## src/shared/cps_map.svh

```systemverilog
// Encodings, reset values and counts of the capture prescaler slice
`ifndef CPS_MAP_SVH
`define CPS_MAP_SVH

// Mode select encodings; only 4'h4 to 4'h7 are capture modes
`define CPS_MODE_OFF      4'h0
`define CPS_MODE_FALL     4'h4
`define CPS_MODE_RISE     4'h5
`define CPS_MODE_RISE4    4'h6
`define CPS_MODE_RISE16   4'h7
`define CPS_MODE_CAP_HI   2'h1
`define CPS_MODE_CAP_POS  3:2

// Companion timer clock sources
`define CPS_SRC_INSTR     2'h0
`define CPS_SRC_FOSC      2'h1
`define CPS_SRC_EXT_SYNC  2'h2
`define CPS_SRC_EXT_ASYNC 2'h3

// Instruction clock is the system clock divided by four
`define CPS_DIV_ZERO      2'h0
`define CPS_DIV_LAST      2'h3
`define CPS_DIV_STEP      2'h1

// Last prescaler count before a capture fires
`define CPS_PS_ZERO       4'h0
`define CPS_PS_STEP       4'h1
`define CPS_PS1_LAST      4'h0
`define CPS_PS4_LAST      4'h3
`define CPS_PS16_LAST     4'hf

`define CPS_TMR_RST       16'h0000
`define CPS_CAP_RST       16'h0000

`endif

```

## src/shared/cps_pkg.sv

```systemverilog
// Types shared by the capture prescaler slice
package cps_pkg;

  typedef struct packed {
    logic [3:0] capture_mode_select;
    logic       timer_on;
    logic [1:0] timer_clk_src;
    logic       sleep;
  } cps_ctrl_t;

  typedef struct packed {
    logic capture_irq_enable;
    logic capture_irq_flag_clr;
  } cps_irq_ctrl_t;

  typedef enum logic [2:0] {
    CPS_ST_OFF  = 3'b001,
    CPS_ST_RUN  = 3'b010,
    CPS_ST_HOLD = 3'b100
  } cps_state_t;

endpackage

```

## src/verilog/cps_sync.sv

```systemverilog
// Two-stage synchroniser for inputs from outside the clock domain
`timescale 1ns/10ps
`default_nettype none

module cps_sync #(
  parameter int W = 1
) (
  input  wire logic         clock,
  input  wire logic         nrst,
  input  wire logic         clk_en,
  input  wire logic [W-1:0] d,
  output var  logic [W-1:0] q
);

  logic [W-1:0] meta_r;
  logic [W-1:0] meta_nxt;
  logic [W-1:0] q_r;
  logic [W-1:0] q_nxt;

  always_comb begin
    meta_nxt = clk_en ? d : meta_r;
    q_nxt    = clk_en ? meta_r : q_r;
  end

  always_ff @(posedge clock or negedge nrst) begin
    if (!nrst) begin
      meta_r <= '0;
      q_r    <= '0;
    end else begin
      meta_r <= meta_nxt;
      q_r    <= q_nxt;
    end
  end

  assign q = q_r;

endmodule

`default_nettype wire

```

## src/verilog/cps_capture.sv

```systemverilog
// Capture slice: edge prescaler, companion timer and capture flag
//
// Function
// - Capture only with timer or synchronized counter
// - Asynchronous counter mode gives no reliable capture
// - Capture mode change may raise false flag
// - Three prescaler settings (1, 4, 16) from mode select
// - Prescaler cleared when off or not capture
// - Any reset clears prescaler counter
// - Prescaler switch keeps count, may fire falsely
// - Timer must not run from system clock; here it can, and capture then holds
// - Instruction-clocked timer halts in sleep, resumes
// - Synchronized external-clocked timer keeps capture alive in sleep
`timescale 1ns/10ps
`default_nettype none
`include "cps_map.svh"

module cps_capture #(
  parameter int TMR_W = 16
) (
  input  wire logic                   clock,
  input  wire logic                   nrst,
  input  wire logic                   clk_en,
  input  wire cps_pkg::cps_ctrl_t     ctrl,
  input  wire cps_pkg::cps_irq_ctrl_t irq_ctrl,
  input  wire logic                   capture_input_pin,
  input  wire logic                   timer_ext_clk,
  output var  logic [TMR_W-1:0]       timer_count,
  output var  logic [TMR_W-1:0]       capture_value,
  output var  logic                   capture_irq_flag,
  output var  logic                   capture_irq,
  output var  cps_pkg::cps_state_t    capture_state
);
  import cps_pkg::*;

  // Pins from outside the domain
  logic pin_s;
  logic ext_s;

  cps_sync #(.W(1)) u_pin_sync (
    .clock  (clock),
    .nrst   (nrst),
    .clk_en (clk_en),
    .d      (capture_input_pin),
    .q      (pin_s)
  );

  cps_sync #(.W(1)) u_ext_sync (
    .clock  (clock),
    .nrst   (nrst),
    .clk_en (clk_en),
    .d      (timer_ext_clk),
    .q      (ext_s)
  );

  // Mode decode
  logic       is_cap;
  logic       src_ok;
  logic [3:0] ps_last;
  cps_state_t state_nxt;
  cps_state_t state_r;

  always_comb begin
    is_cap = (ctrl.capture_mode_select[`CPS_MODE_CAP_POS] ==
              `CPS_MODE_CAP_HI);
    // Async counter and raw system clock cannot qualify pin edges
    src_ok = (ctrl.timer_clk_src == `CPS_SRC_INSTR) ||
             (ctrl.timer_clk_src == `CPS_SRC_EXT_SYNC);
    case (ctrl.capture_mode_select)
      `CPS_MODE_RISE4:  ps_last = `CPS_PS4_LAST;
      `CPS_MODE_RISE16: ps_last = `CPS_PS16_LAST;
      default:          ps_last = `CPS_PS1_LAST;
    endcase
    if (!is_cap) begin
      state_nxt = CPS_ST_OFF;
    end else if (src_ok) begin
      state_nxt = CPS_ST_RUN;
    end else begin
      state_nxt = CPS_ST_HOLD;
    end
  end

  // Companion timer
  logic [1:0]       div_r;
  logic [1:0]       div_nxt;
  logic             ext_prev_r;
  logic             ext_prev_nxt;
  logic [TMR_W-1:0] tmr_r;
  logic [TMR_W-1:0] tmr_nxt;
  logic             tick;

  always_comb begin
    div_nxt      = div_r;
    ext_prev_nxt = ext_s;
    tick         = 1'b0;
    // System clock stops in sleep, so the divider stops with it
    if (!ctrl.sleep) begin
      div_nxt = div_r + `CPS_DIV_STEP;
    end
    case (ctrl.timer_clk_src)
      `CPS_SRC_INSTR: tick = !ctrl.sleep &&
                             (div_r == `CPS_DIV_LAST);
      `CPS_SRC_FOSC:  tick = !ctrl.sleep;
      default:        tick = ext_s && !ext_prev_r;
    endcase
    tmr_nxt = tmr_r;
    if (ctrl.timer_on && tick) begin
      tmr_nxt = tmr_r + {{(TMR_W-1){1'b0}}, 1'b1};
    end
  end

  always_ff @(posedge clock or negedge nrst) begin
    if (!nrst) begin
      div_r      <= `CPS_DIV_ZERO;
      ext_prev_r <= 1'b0;
      tmr_r      <= `CPS_TMR_RST;
    end else if (clk_en) begin
      div_r      <= div_nxt;
      ext_prev_r <= ext_prev_nxt;
      tmr_r      <= tmr_nxt;
    end
  end

  // Edge qualifier and prescaler
  logic             sel_level;
  logic             sel_prev_r;
  logic             trig;
  logic             fire;
  logic [3:0]       ps_cnt_r;
  logic [3:0]       ps_cnt_nxt;
  logic [TMR_W-1:0] cap_r;
  logic [TMR_W-1:0] cap_nxt;

  always_comb begin
    // Flipping polarity with a steady pin looks like an edge
    sel_level = pin_s ^
                (ctrl.capture_mode_select == `CPS_MODE_FALL);
    trig      = sel_level && !sel_prev_r;
    fire      = 1'b0;
    ps_cnt_nxt = ps_cnt_r;
    cap_nxt    = cap_r;
    case (state_nxt)
      CPS_ST_OFF: begin
        ps_cnt_nxt = `CPS_PS_ZERO;
      end
      CPS_ST_RUN: begin
        if (trig) begin
          // Count left from a larger setting fires early
          if (ps_cnt_r >= ps_last) begin
            fire       = 1'b1;
            ps_cnt_nxt = `CPS_PS_ZERO;
            cap_nxt    = tmr_r;
          end else begin
            ps_cnt_nxt = ps_cnt_r + `CPS_PS_STEP;
          end
        end
      end
      CPS_ST_HOLD: begin
        ps_cnt_nxt = ps_cnt_r;
      end
      default: begin
        ps_cnt_nxt = `CPS_PS_ZERO;
      end
    endcase
  end

  always_ff @(posedge clock or negedge nrst) begin
    if (!nrst) begin
      sel_prev_r <= 1'b0;
      ps_cnt_r   <= `CPS_PS_ZERO;
      cap_r      <= `CPS_CAP_RST;
      state_r    <= CPS_ST_OFF;
    end else if (clk_en) begin
      sel_prev_r <= sel_level;
      ps_cnt_r   <= ps_cnt_nxt;
      cap_r      <= cap_nxt;
      state_r    <= state_nxt;
    end
  end

  // Flag and interrupt request
  logic flag_r;
  logic flag_nxt;
  logic irq_r;
  logic irq_nxt;

  always_comb begin
    // A capture in the clearing cycle is kept
    flag_nxt = fire || (flag_r && !irq_ctrl.capture_irq_flag_clr);
    irq_nxt  = flag_nxt && irq_ctrl.capture_irq_enable;
  end

  always_ff @(posedge clock or negedge nrst) begin
    if (!nrst) begin
      flag_r <= 1'b0;
      irq_r  <= 1'b0;
    end else if (clk_en) begin
      flag_r <= flag_nxt;
      irq_r  <= irq_nxt;
    end
  end

  assign timer_count      = tmr_r;
  assign capture_value    = cap_r;
  assign capture_irq_flag = flag_r;
  assign capture_irq      = irq_r;
  assign capture_state    = state_r;
endmodule

`default_nettype wire

```

## config.mk

```make
export PLATFORM = sky130hd
export DESIGN_NAME = cps_capture
export DESIGN_NICKNAME = d
export VERILOG_FILES = /design/src/shared/cps_pkg.sv /design/src/verilog/cps_sync.sv /design/src/verilog/cps_capture.sv
export VERILOG_INCLUDE_DIRS = /design/src /design/src/shared
export SDC_FILE = /design/constraint.sdc
export NUM_CORES = 1
export LEC_CHECK = 0
export ABC_CLOCK_PERIOD_IN_PS = 6400
export BUFFER_PORTS_ARGS = -buffer_cell sky130_fd_sc_hd__buf_4
export CORE_MARGIN = 4
export CORE_UTILIZATION = 29
export CTS_CLUSTER_DIAMETER = 200
export CTS_CLUSTER_SIZE = 12
export DETAILED_ROUTE_END_ITERATION = 16
export SYNTH_ARGS = -nofsm -noshare
export SYNTH_HDL_FRONTEND = slang
export SYNTH_SLANG_ARGS = --single-unit
```

## constraint.sdc

```tcl
create_clock -name clock -period 6.4 [get_ports clock]
set_clock_uncertainty 0.2 [all_clocks]
set_input_delay 0.64 -clock clock [delete_from_list [all_inputs] [get_ports clock]]
set_output_delay 0.64 -clock clock [all_outputs]
set_load 0.005 [all_outputs]
```

## Word level (Yosys, flattened, before mapping)

Cells that the tools add are included.
W data, S select, Z words.

- Bits in registers: 49
- Output and inout bits: 37
- Logic and storage cells: 57

- Add/sub/neg operators: 3
- Magnitude comparators: 1
- Eq/ne operators: 10
- Muxes and demuxes: 10
- Bitwise gates (word level): 3
- Reduce and logical (&&, ||, !) cells: 17

Operator list:

| operator | number |
|---|---|
| $add A16 B1 Y16 const B | 1 |
| $pmux W4 S2 | 2 |
| $eq A4 B3 Y1 const B | 3 |
| $mux W4 | 2 |
| $logic_and A1 B1 Y1 | 6 |
| $mux W3 | 2 |
| $add A4 B1 Y4 const B | 1 |
| $eq A2 B1 Y1 const B | 2 |
| $eq A2 B2 Y1 const B | 2 |
| $ge A4 B4 Y1 | 1 |
| $logic_not A1 Y1 | 4 |
| $reduce_and A2 Y1 | 2 |
| $reduce_and A4 Y1 | 1 |
| $eq A3 B2 Y1 const B | 1 |
| $eq A3 B3 Y1 const B | 1 |
| $mux W1 | 3 |
| $reduce_and A3 Y1 | 1 |
| $add A2 B1 Y2 const B | 1 |
| $logic_not A2 Y1 | 1 |
| $logic_or A1 B1 Y1 | 2 |
| $ne A2 B2 Y1 const B | 1 |
| $not A1 Y1 | 2 |
| $pmux W1 S2 | 1 |
| $xor A1 B1 Y1 | 1 |

## Longest topological paths before layout

Gate-level depths: netlist of run 1.

- Depth after elaboration: 8
- Depth in mapped cells: 11
- Mapped depth without buffers: 9

## Cells and area by module

Synthesis of run 1 repeated with hierarchy kept, for this count alone.

- Cell total of the unflattened synthesis: 186
- Area, all modules: 2359.8 um^2

Modules (own cells, without submodules):

| module | times used | cells each | area an instance (um^2) |
|---|---|---|---|
| cps_capture | 1 | 178 | 2214.6 |
| cps_sync | 2 | 4 | 72.6 |

## Worst setup path before layout of run 1

Ideal clock, no wire load.

- Kind: input-to-reg
- Start: in ctrl[6] (netlist name)
- End: reg ps_cnt_r[3]
- Library setup time: 0.080 ns
- Arrival: 2.527 ns
- Data required time: 6.120 ns
- Setup slack: 3.592 ns
- Stages: 8
- Buffers on the path: 0
- Cell sequence: nor2b_1 -> and2_1 -> ha_1 -> nand2b_4 -> a2111oi_2 -> o21ai_1 -> or4_4 -> o211ai_2

- Cells in the longest elaborated chain, start to end: 6
- Elaborated cells between the ends (all ways): 17
- Classes of those cells: order compare (1); eq/ne (7); mux (5); bitwise (2); reduce/logical (2)

Ends and longest elaborated chain:

| element | RTL line | text |
|---|---|---|
| start, declared | cps_capture.sv:24 | `input wire cps_pkg::cps_ctrl_t ctrl,` |
| $eq A4 B3 Y1 | cps_capture.sv:69 | `case (ctrl.capture_mode_select)` |
| $pmux W4 S2 | cps_capture.sv:69 |  |
| $ge A4 B4 Y1 | cps_capture.sv:149 | `if (ps_cnt_r >= ps_last) begin` |
| $mux W4 | cps_capture.sv:149 |  |
| $mux W4 | cps_capture.sv:147 | `if (trig) begin` |
| $pmux W4 S2 | cps_capture.sv:142 | `case (state_nxt)` |
| end signal, assigned | cps_capture.sv:170 | `` ps_cnt_r <= `CPS_PS_ZERO; `` |
| end signal, assigned | cps_capture.sv:175 | `ps_cnt_r <= ps_cnt_nxt;` |
| end, declared | cps_capture.sv:129 | `logic [3:0] ps_cnt_r;` |

Parallel ways exist; a longest one is shown, timed or not. The select of a mux whose other input is x is not followed.
A chain may end at the register's enable or synchronous reset.

## Worst setup path in the final report of run 1

- Start: in ctrl[7] (netlist name)
- End: reg cap_r[1] (netlist: capture_value[1])

- Cells in the longest elaborated chain, start to end: 4
- Elaborated cells between the ends (all ways): 11
- Classes of those cells: order compare (1); eq/ne (5); mux (2); bitwise (1); reduce/logical (2)

Ends and longest elaborated chain:

| element | RTL line | text |
|---|---|---|
| $eq A4 B3 Y1 (tied with other cells) | cps_capture.sv:69 |  |
| $pmux W4 S2 (tied with other cells) | cps_capture.sv:69 |  |
| $ge A4 B4 Y1 (tied with other cells) | cps_capture.sv:149 |  |
| $reduce_and A4 Y1 (no source line) (*) | -- |  |
| end signal, assigned | cps_capture.sv:171 | `` cap_r <= `CPS_CAP_RST; `` |
| end signal, assigned | cps_capture.sv:176 | `cap_r <= cap_nxt;` |
| end, declared | cps_capture.sv:131 | `logic [TMR_W-1:0] cap_r;` |

Every way passes the cells marked *; elsewhere a longest branch is shown, timed or not.

==> metrics.md, run 1 <==
| Metric | Value |
|---|---|
| Outcome | finished clean |
| Worst reg2reg path startpoint | u_pin_sync.q |
| Switching power | 181.5 uW |
| Critical path endpoint category | register |
| Tcrit/Tclk final | 46.29% |
| Leakage | 0.001385 uW |
| Port Buffer Count | 51 |
| First-pass GRT wire length | 7845 um |
| Post-CTS sizing | 0 |
| Gp weighted congestion | 0.8519 |
| Minimum clock period | 2.963 ns |
| Post-synthesis sequential area ratio | 53.67% |
| Final setup fails | 0 |
| Hold buffers post-CTS | 0 |
| Clock power frac | 27.0% |
| Syn Std Cell Area | 0.002287 sq mm |
| Die width | 96.81 um |
| H-Tree Level Count | 2 |
| Area grow syn2layout | 24.62% |
| Commonest cells in the netlist | 48 x dfrtp_1, 14 x nand2_1, 13 x mux2_2 |
| Remaining Overflow, GRT | 0 |
| Highest Clock Rate | 337.5 MHz |
| Final wirelength | 4528 um |
| Initial Util | 29.75% |
| Drt drc | 0 |
| R2r setup slk | 3.71 ns |
| Clock-pin slew on the worst setup and hold paths | 0.09 ns |
| Pre-antenna DRT Iters | 4 |
| Synth top area share | 52.52% |
| Asr flop ratio synth | 100.0% |
| Layout Nets | 259 |
| DRT iter0 DRCs | 56 |
| Type of the worst min-delay path | input pin to async pin |
| Largest family of logic cells by synthesized area | simple AND/OR/NAND/NOR gates |
| Adder-Cell Fraction of Synth Area | 3.829% |
| Post-synth cell types | 43 |
| R2R depth | 4 |
| Vias | 1518 |
| Synth Area in Simple Gates | 13.62% |
| Pwr Density | 234.6 mW/mm^2 |
| Mean post-synth cell area | 12.43 sq um |
| Final Max Slew Viols | 0 |
| Crit-path max FO | 18 |
| CTS buffer count | 5 |
| Top cell type by total area after synthesis | dfrtp_1 |
| Sw Share | 27.15% |
| Ys flop type | dfrtp_1 |
| Mux cell area share after synthesis | 12.64% |
| Most numerous cell in the Yosys netlist | dfrtp_1 |
| YS warnings | 0 |
| I/O pins | 52 |
| Die Height | 96.81 um |
| Die area | 0.009372 sq mm |
| Cells after synthesis | 184 |
| Max clock buf depth | 2 |
| RSZ-0062 raised after global routing | false |
| Power Internal | 487.2 uW |
| Syn_nets | 206 |
| Routed Antenna Nets | 0 |
| Fillers | 785 |
| Core box area | 0.007687 sq mm |
| VDD IR max | 83.94 uV |
| Final Hold Vio Count | 0 |
| Final core utilization | 37.08% |
| Storage cell area | 0.001227 sq mm |
| Synth Register Bits | 49 |
| Via-to-Cell Ratio | 4.465 |
| CTS tree | yes |
| Final setup TNS | 0 ns |
| Area of the multi-input gates | 0.001003 sq mm |
| Final HPWL DP | 3328 um |
| Post-synthesis xor/xnor area fraction | 6.510% |
| Worst reg2reg path endpoint | capture_value[1] |
| Startpoint Class | input pin |
| Number of inserted diodes | 0 |
| Vias in the first global route | 1535 |
| Compound-cell area share of the yosys netlist | 7.002% |
| Comb power frac | 17.1% |
| # clock sinks | 49 |
| Worst Max-Slew Pin Slew | 1.091 ns |
| EDFF count, synth | 0 |
| Root Buffer | clkbuf_8 |
| Critical Setup Path Class | input pin to register |
| WL per Instance | 13.32 um |
| Gr usage total | 10.19% |
| Std cell rows | 32 |
| Arrival @ worst endpoint | 2.96 ns |
| Synth top area cells | dfrtp_1 53%, mux2_2 6.4%, mux2_4 5.3% |
| Reg power frac | 55.9% |
| Initial antenna violation count | 0 |
| Max-cap violations | 0 |
| Share of post-route cells with drive strength above 1 | 37.39% |
| Largest net degree at the start of global routing | 50 |
| Worst path required time | 6.39 ns |
| Later-pin clock latency in the skew report | 0.30 ns |
| Slew HR | 27.21% |
| Postcts setup bufs | 0 |
-- metrics by stage --
stage                     hold WS [ns]  std cells  area (sq um)  setup slack (ns)  power (uW)
after floorplan                 0.1444        184          2287             3.592       433.8
after global placement          0.2664        332          2764             3.176       494.8
after detailed placement        0.2760        332          2764             3.069       498.1
after CTS                       0.1647        340          2850             3.409       681.0
after global routing            0.1976        340          2850             3.273       708.5
final                           0.1323        340          2850             3.437       668.7
-- critical path: stages --
cell and delay [ns]:
buf_4 0.11, nor2b_1 0.15, and2_1 0.19, nand2_1 0.09, ha_1 0.28, o21a_1 0.11
nor2_1 0.07, nor3b_4 0.89, mux2_2 0.42
-- cell families after synthesis --
logic type | after synthesis
mux | 23
flops | 49
simple gates | 56
buf+inv | 11
xor+xnor | 17
fa+ha+maj | 7
compound gates | 21
-- layout make-up --
| cell class | instances | area share (%) |
|---|---|---|
| Sequential cell | 49 | 43.06 |
| Multi-Input combinational cell | 124 | 35.21 |
| Tap cell | 102 | 4.478 |
| Clock buffer | 6 | 2.546 |
| Clock inverter | 2 | 0.4829 |
| Inverter | 6 | 0.7902 |
| Timing Repair Buffer | 51 | 13.43 |
-- state kept, by name, indices dropped and copies added (netlist names) --
register / cells
capture_value: 16
timer_count: 16
ps_cnt_r: 4
capture_state: 3
div_r: 2
capture_irq: 1
capture_irq_flag: 1
ext_prev_r: 1
sel_prev_r: 1
u_ext_sync.meta_r: 1
u_ext_sync.q: 1
u_pin_sync.meta_r: 1
u_pin_sync.q: 1
-- power by group through the flow --
stage	combinational, uW	sequential (uW)	clock [uW]
6_report	114	374	181
5_1_grt	130	380	199
3_3_place_gp	115	380	0
4_1_cts	117	375	189
2_1_floorplan	58.4	375	0
3_5_place_dp	117	381	0
-- metal layers --
layer,track usage [%],wire length (um)
met4,3.564,68
met1,13.75,2200
met3,2.596,143
met2,15.87,2115
met5,0,0
-- worst max path at each step --
stage,from,slack (ns),to
3_3_place_gp,ctrl[7],3.18,capture_value[0]
4_1_cts,ctrl[7],3.41,capture_value[1]
5_1_grt,ctrl[7],3.27,capture_value[1]
6_report,ctrl[7],3.44,capture_value[1]
3_5_place_dp,ctrl[7],3.07,capture_value[1]
2_1_floorplan,ctrl[6],3.59,ps_cnt_r[3]
-- placed cells by master, fill, tap and decap left out, types with 2 or more instances in the layout --
master | Yosys | final
a211oi_2 | 2 | 2
buf_4 | 1 | 51
and3_1 | 4 | 4
a21o_1 | 2 | 2
xor2_1 | 7 | 7
dfrtp_1 | 48 | 48
nor2_1 | 9 | 9
nor3_1 | 5 | 5
o21ai_1 | 3 | 3
clkbuf_8 | 0 | 5
mux2_1 | 2 | 2
nand3_1 | 6 | 6
ha_1 | 7 | 7
o21ai_0 | 4 | 4
inv_1 | 6 | 6
and2_1 | 3 | 3
nand4_1 | 4 | 4
nand2_1 | 14 | 14
mux2_4 | 8 | 8
nand2b_1 | 2 | 2
xnor2_1 | 10 | 10
mux2_2 | 13 | 13
a21oi_1 | 2 | 2
No activity file was read; power rests on OpenSTA's default activity.
==> run 2: changes to the inputs <==
- ABC_CLOCK_PERIOD_IN_PS: 6400 -> 2700
- clock period: 6.4 -> 2.7 ns (I/O delays scaled with it)
==> run 2 against run 1 <==
Net effect:
- utilization increased by 1.2 points
- total power increased to 2.5 times the previous value
- combinational power increased by 150%
- sequential share of layout area decreased by 1.3 points
- wire length increased by 1.0%
- via count increased by 3.0%
- largest power group unchanged
- sequential power increased by 140%
==> metrics.md, run 2 (synthesis gave the netlist of run 1 again) <==
| Metric | Value |
|---|---|
| First-pass GRT wire length | 8010 um (+2.1%) |
| Slowest cell on crit path | or4_4 |
| Die Height | 96.81 um (unchanged) |
| Core box area | 0.007687 sq mm (unchanged) |
| Initial antenna violation count | 0 (unchanged) |
| Die area | 0.009372 sq mm (unchanged) |
| Vias in the first global route | 1579 (+2.9%) |
| Most frequent cells in the layout | 53 x buf_4, 48 x dfrtp_1, 14 x nand2_1 |
| Pwr Total | 1699 uW (+150%) |
| DRT iter0 DRCs | 26 (-54%) |
| Initial Util | 29.75% (unchanged) |
| Crit-path cells | inv_1 -> ha_1 -> nand2b_4 -> a2111oi_2 -> buf_4 -> o21ai_1 -> or4_4 -> o211ai_2 |
| Pre-antenna DRT Iters | 4 (unchanged) |
| Drt drc | 0 (unchanged) |
| Later-pin clock latency in the skew report | 0.30 ns (about the same) |
| Worst path required time | 2.72 ns (-3.67 ns) |
| H-Tree Level Count | 2 (unchanged) |
| Startpoint Class | register |
| Area grow syn2layout | 28.61% |
| Critical path endpoint category | register |
| Final setup fails | 0 (unchanged) |
| CP Buf/Inv Count | 2 (+1) |
| Final setup TNS | 0 ns (unchanged) |
| Slew HR | 58.85% (+32 points) |
| Highest Clock Rate | 425.2 MHz |
| Pwr Density | 577.4 mW/mm^2 (+150%) |
| VDD IR max | 215.8 uV (+160%) |
| Remaining Overflow, GRT | 0 (unchanged) |
| I/O pins | 52 (unchanged) |
| # clock sinks | 49 (unchanged) |
| Vias | 1564 (+3.0%) |
| Type of the worst min-delay path | input pin to register |
| Minimum clock period | 2.352 ns |
| WL per Instance | 13.22 um (-0.71%) |
| Tightest hold margin | 0.03204 ns (-0.1003 ns) |
| Std cell rows | 32 (unchanged) |
| Number of inserted diodes | 0 (unchanged) |
| Root Buffer | clkbuf_8 |
| Final Hold Vio Count | 0 (unchanged) |
| Final wirelength | 4575 um (+1.0%) |
| Crit path largest cell delay | 0.49 ns (-0.40 ns) |
| Worst path top cell family by delay | simple AND/OR/NAND/NOR gates |
| Worst Max-Slew Pin Slew | 0.6173 ns (-0.4734 ns) |
| CTS tree | yes |
| Routed Antenna Nets | 0 (unchanged) |
| Gr usage total | 10.48% (+0.29 points) |
| Arrival @ worst endpoint | 2.38 ns (-0.58 ns) |
| Largest net degree at the start of global routing | 50 (unchanged) |
| Share of post-route cells with drive strength above 1 | 38.11% (+0.72 points) |
| Clock-pin slew on the worst setup and hold paths | 0.08 ns (about the same) |
| Outcome | finished clean |
| Leakage | 0.001428 uW (+3.1%) |
| Tcrit/Tclk final | 87.11% |
| Critical Setup Path Class | register to register |
| Final Max Slew Viols | 0 (unchanged) |
| Port Buffer Count | 51 (unchanged) |
| Final HPWL DP | 3336 um (+0.24%) |
| Max clock buf depth | 2 (unchanged) |
| Crit-path max FO | 5 (-13) |
| Die width | 96.81 um (unchanged) |
| Via-to-Cell Ratio | 4.520 (+1.2%) |
| Post-CTS sizing | 0 (unchanged) |
| Layout Nets | 265 (+2.3%) |
| Max-cap violations | 0 (unchanged) |
| Gp weighted congestion | 0.8830 (+3.7%) |
| Most common cell after layout, fill and taps aside | buf_4 |
| RSZ-0062 raised after global routing | false |
| CTS buffer count | 5 (unchanged) |
==> run 2: final cells by class <==
class / count / area (sq um)
Sequential cell: 49 / 1227
Multi-Input combinational cell: 124 / 1003
Fill cell: 795 / 4746
Clock buffer: 5 / 68.82
Inverter: 6 / 22.52
Clock inverter: 3 / 43.79
Timing Repair Buffer: 57 / 447.9
Tap cell: 102 / 127.6
==> run 2: timing repair <==
item / CTS / global route
hold endpoints to repair: 50 / 0
hold buffers: 3 / 0
setup buffers: 0 / 0
==> run 2: per-layer routing <==
metal / vias to the layer above / wire length (um) / track usage (%) / share of wire, %
met2: 26 / 2092 / 16.08 / 46
met5: - / 0 / 0 / 0
met4: 0 / 71 / 3.888 / 1.6
li1: 764 / - / - / -
met3: 5 / 126 / 2.668 / 2.8
met1: 769 / 2286 / 14.24 / 50
==> run 2: final timing paths <==
kind / start / endpoint / slack (ns) / depth (start not counted)
setup / recovery: ps_cnt_r[0] / ps_cnt_r[3] / 0.35 / 8
hold / removal: irq_ctrl[1] / capture_irq / 0.03 / 3
setup reg to reg: ps_cnt_r[0] / ps_cnt_r[3] / 0.35 / 8
hold reg to reg: timer_count[15] / timer_count[15] / 0.30 / 1
max in group asynchronous: nrst / div_r[0] / 1.56 / 2
min in group asynchronous: nrst / capture_value[9] / 0.32 / 2
==> run 2: metrics by stage <==
stage	area (sq um)	cells	setup slack [ns]	util (%)
after floorplan	2287	184	0.2625	-
after global placement	2799	335	0.1653	36.41
after detailed placement	2799	335	0.1200	36.41
after CTS	2942	346	0.3416	38.27
after global routing	2942	346	0.2010	38.27
final	2942	346	0.3479	38.27
==> run 2: where the power goes <==
| group | switching [uW] | internal [uW] |
|---|---|---|
| registers | 74.0 | 812 |
| logic | 117 | 164 |
| clock network | 253 | 278 |
| total | 445 | 1250 |
==> run 2: worst reg2reg max path, stage by stage (launching register included) <==
cell and delay [ns]:
dfrtp_1 0.42, inv_1 0.07, ha_1 0.28, nand2b_4 0.14
a2111oi_2 0.34, buf_4 0.18, o21ai_1 0.09, or4_4 0.49
o211ai_2 0.08
==> run 3: changes to the inputs <==
- REMOVE_ABC_BUFFERS: not set -> 1
- SLEW_MARGIN: not set -> 40
==> run 3 against run 2 <==
Net effect:
- flip-flop and latch count is the same
- clock power fell by 15%
- register-to-register slack about the same
- highest routed layer unchanged
- final cell count is the same
- critical path depth is the same
- worst hold slack better by 0.014 ns
- sequential share of layout area rose by 0.25 points
- largest cell class unchanged
- total power fell by 4.6%
- maximum frequency rose by 0.44%
- worst setup slack gained 0.010 ns
==> metrics.md, run 3 (synthesis gave the netlist of run 1 again) <==
| Metric | Value |
|---|---|
| Clock power frac | 28.1% (-3.2 points) |
| Final Max Slew Viols | 0 (unchanged) |
| Pre-antenna DRT Iters | 4 (unchanged) |
| Most common cell after layout, fill and taps aside | buf_4 |
| Gp weighted congestion | 0.7509 (-15%) |
| # clock sinks | 49 (unchanged) |
| Critical Setup Path Class | register to register |
| Via-to-Cell Ratio | 4.436 (-1.9%) |
| Pwr Density | 554.1 mW/mm^2 (-4.0%) |
| Slowest cell on crit path | or4_4 |
| CTS tree | yes |
| Port Buffer Count | 51 (unchanged) |
| Setup WS pre-CTS | 0.1423 ns (+0.02231 ns) |
| Layout Nets | 265 (unchanged) |
| Non-Filler Instances | 346 (unchanged) |
| Final core utilization | 38.04% (-0.23 points) |
| Max-cap violations | 0 (unchanged) |
| Design area | 0.002924 sq mm (-0.60%) |
| Initial Util | 29.75% (unchanged) |
| Slew HR | 58.35% (-0.50 points) |
| Minimum clock period | 2.342 ns (-0.01021 ns) |
| Crit path largest cell delay | 0.49 ns (about the same) |
| Root Buffer | clkbuf_8 |
| Outcome | finished clean |
| Reg power frac | 54.6% (+2.4 points) |
| Arrival @ worst endpoint | 2.37 ns (about the same) |
| DP Area | 0.002799 sq mm (unchanged) |
| DRT iter0 DRCs | 77 (+200%) |
| Final setup fails | 0 (unchanged) |
| Vias | 1535 (-1.9%) |
| Core box area | 0.007687 sq mm (unchanged) |
| Postcts setup bufs | 0 (unchanged) |
| I/O pins | 52 (unchanged) |
| Std cell rows | 32 (unchanged) |
| RSZ-0062 raised after global routing | false |
| Initial antenna violation count | 0 (unchanged) |
| Final worst slack | 0.3581 ns (+0.01021 ns) |
| Crit-path max FO | 5 (unchanged) |
| Max clock buf depth | 2 (unchanged) |
| Area grow syn2layout | 27.84% |
| Comb power frac | 17.4% (+0.9 points) |
| Worst Max-Slew Pin Slew | 0.6248 ns (+0.007514 ns) |
| Later-pin clock latency in the skew report | 0.30 ns (about the same) |
| Final Hold Vio Count | 0 (unchanged) |
| CTS buffer count | 5 (unchanged) |
| Leakage | 0.001411 uW (-1.1%) |
| Vias in the first global route | 1638 (+3.7%) |
| Final wirelength | 4595 um (+0.44%) |
| Placed insts | 335 (unchanged) |
| Clock-pin slew on the worst setup and hold paths | 0.09 ns (about the same) |
| Tcrit/Tclk final | 86.74% (-0.38 points) |
| Highest Clock Rate | 427.0 MHz (+0.44%) |
| Switching power | 455.9 uW (+2.5%) |
| VDD IR max | 225.4 uV (+4.4%) |
| Die width | 96.81 um (unchanged) |
| Drt drc | 0 (unchanged) |
| Share of post-route cells with drive strength above 1 | 38.11% (unchanged) |
| Post-CTS sizing | 0 (unchanged) |
| Die Height | 96.81 um (unchanged) |
| H-Tree Level Count | 2 (unchanged) |
| Die area | 0.009372 sq mm (unchanged) |
| Type of the worst min-delay path | input pin to register |
| Most frequent cells in the layout | 53 x buf_4, 48 x dfrtp_1, 14 x nand2_1 |
| Routed Antenna Nets | 0 (unchanged) |
| Number of inserted diodes | 0 (unchanged) |
| Sw Share | 28.14% (+1.9 points) |
| Pwr Total | 1620 uW (-4.6%) |
| First-pass GRT wire length | 8342 um (+4.1%) |
| Largest net degree at the start of global routing | 50 (unchanged) |
| Crit-path cells | inv_1 -> ha_1 -> nand2b_4 -> a2111oi_2 -> buf_4 -> o21ai_1 -> or4_4 -> o211ai_2 |
| Startpoint Class | register |
| Worst path required time | 2.73 ns (about the same) |
| Final HPWL DP | 3328 um (-0.25%) |
| Power Internal | 1164 uW (-7.1%) |
| Remaining Overflow, GRT | 0 (unchanged) |
| WL per Instance | 13.28 um (+0.44%) |
| Gr usage total | 10.70% (+0.23 points) |
| Critical path endpoint category | register |
## run 3: cell count changes in the layout (fill, tap and decap cells not counted)
cell	before	now
inv_6	1	0
inv_8	0	1
clkinvlp_4	0	2
clkinv_2	1	0
bufinv_16	1	0
## run 3: per-layer routing
metal / part of all wire [%] / global-route usage (%) / vias up
li1: - / - / 769
met1: 49 / 14.28 / 732
met2: 45 / 16.99 / 30
met3: 4.7 / 3.100 / 4
met4: 0.65 / 2.916 / 0
met5: 0 / 0 / -
## run 3: power groups by stage
| stage | combinational, uW | clock, uW | sequential (uW) |
|---|---|---|---|
| after floorplan | 133 | 0 | 890 |
| after global placement | 276 | 0 | 899 |
| after detailed placement | 284 | 0 | 901 |
| after CTS | 288 | 480 | 886 |
| after global routing | 321 | 509 | 900 |
| final | 282 | 454 | 884 |
## run 3: per-stage QoR
stage	hold slack [ns]	TNS, ns
floorplan	-0.2256	-0.2261
global placement	0.1296	0
detailed placement	0.1435	0
CTS	0.03202	0
global route	0.04554	0
finish	0.04641	0
## run 3: critical path, delay by kind of cell (launching register included)
kind,cells,cell delay (ns)
AND/OR/NAND/NOR,2,0.63
buffers and inverters,2,0.24
adder cells (fa/ha/maj),1,0.28
flip-flops,1,0.42
AO/OA/AOI/OAI,3,0.50
## run 3: path summary, 6_finish.rpt
kind	cells after the start	slack, ns	end	start
worst max-delay path	8	0.36	ps_cnt_r[3]	ps_cnt_r[0]
worst min-delay path	3	0.05	capture_irq	irq_ctrl[1]
worst max register to register	8	0.36	ps_cnt_r[3]	ps_cnt_r[0]
worst min register to register	1	0.28	div_r[0]	div_r[0]
max in group asynchronous	2	1.55	capture_state[1]	nrst
min in group asynchronous	2	0.32	capture_value[9]	nrst
## run 3: area by class of cell
| cell class | count | area, sq um |
|---|---|---|
| clock inverters | 3 | 26.28 |
| inverters | 6 | 22.52 |
| multi-input cells | 124 | 1003 |
| fillers | 802 | 4763 |
| flip-flops and latches | 49 | 1227 |
| clock buffers | 5 | 68.82 |
| repair buffers | 57 | 447.9 |
| well taps | 102 | 127.6 |
## run 3: timing repair
action	4_1_cts	5_1_grt
hold endpoints to repair	50	0
setup endpoints to repair	0	0
hold buffers	3	0
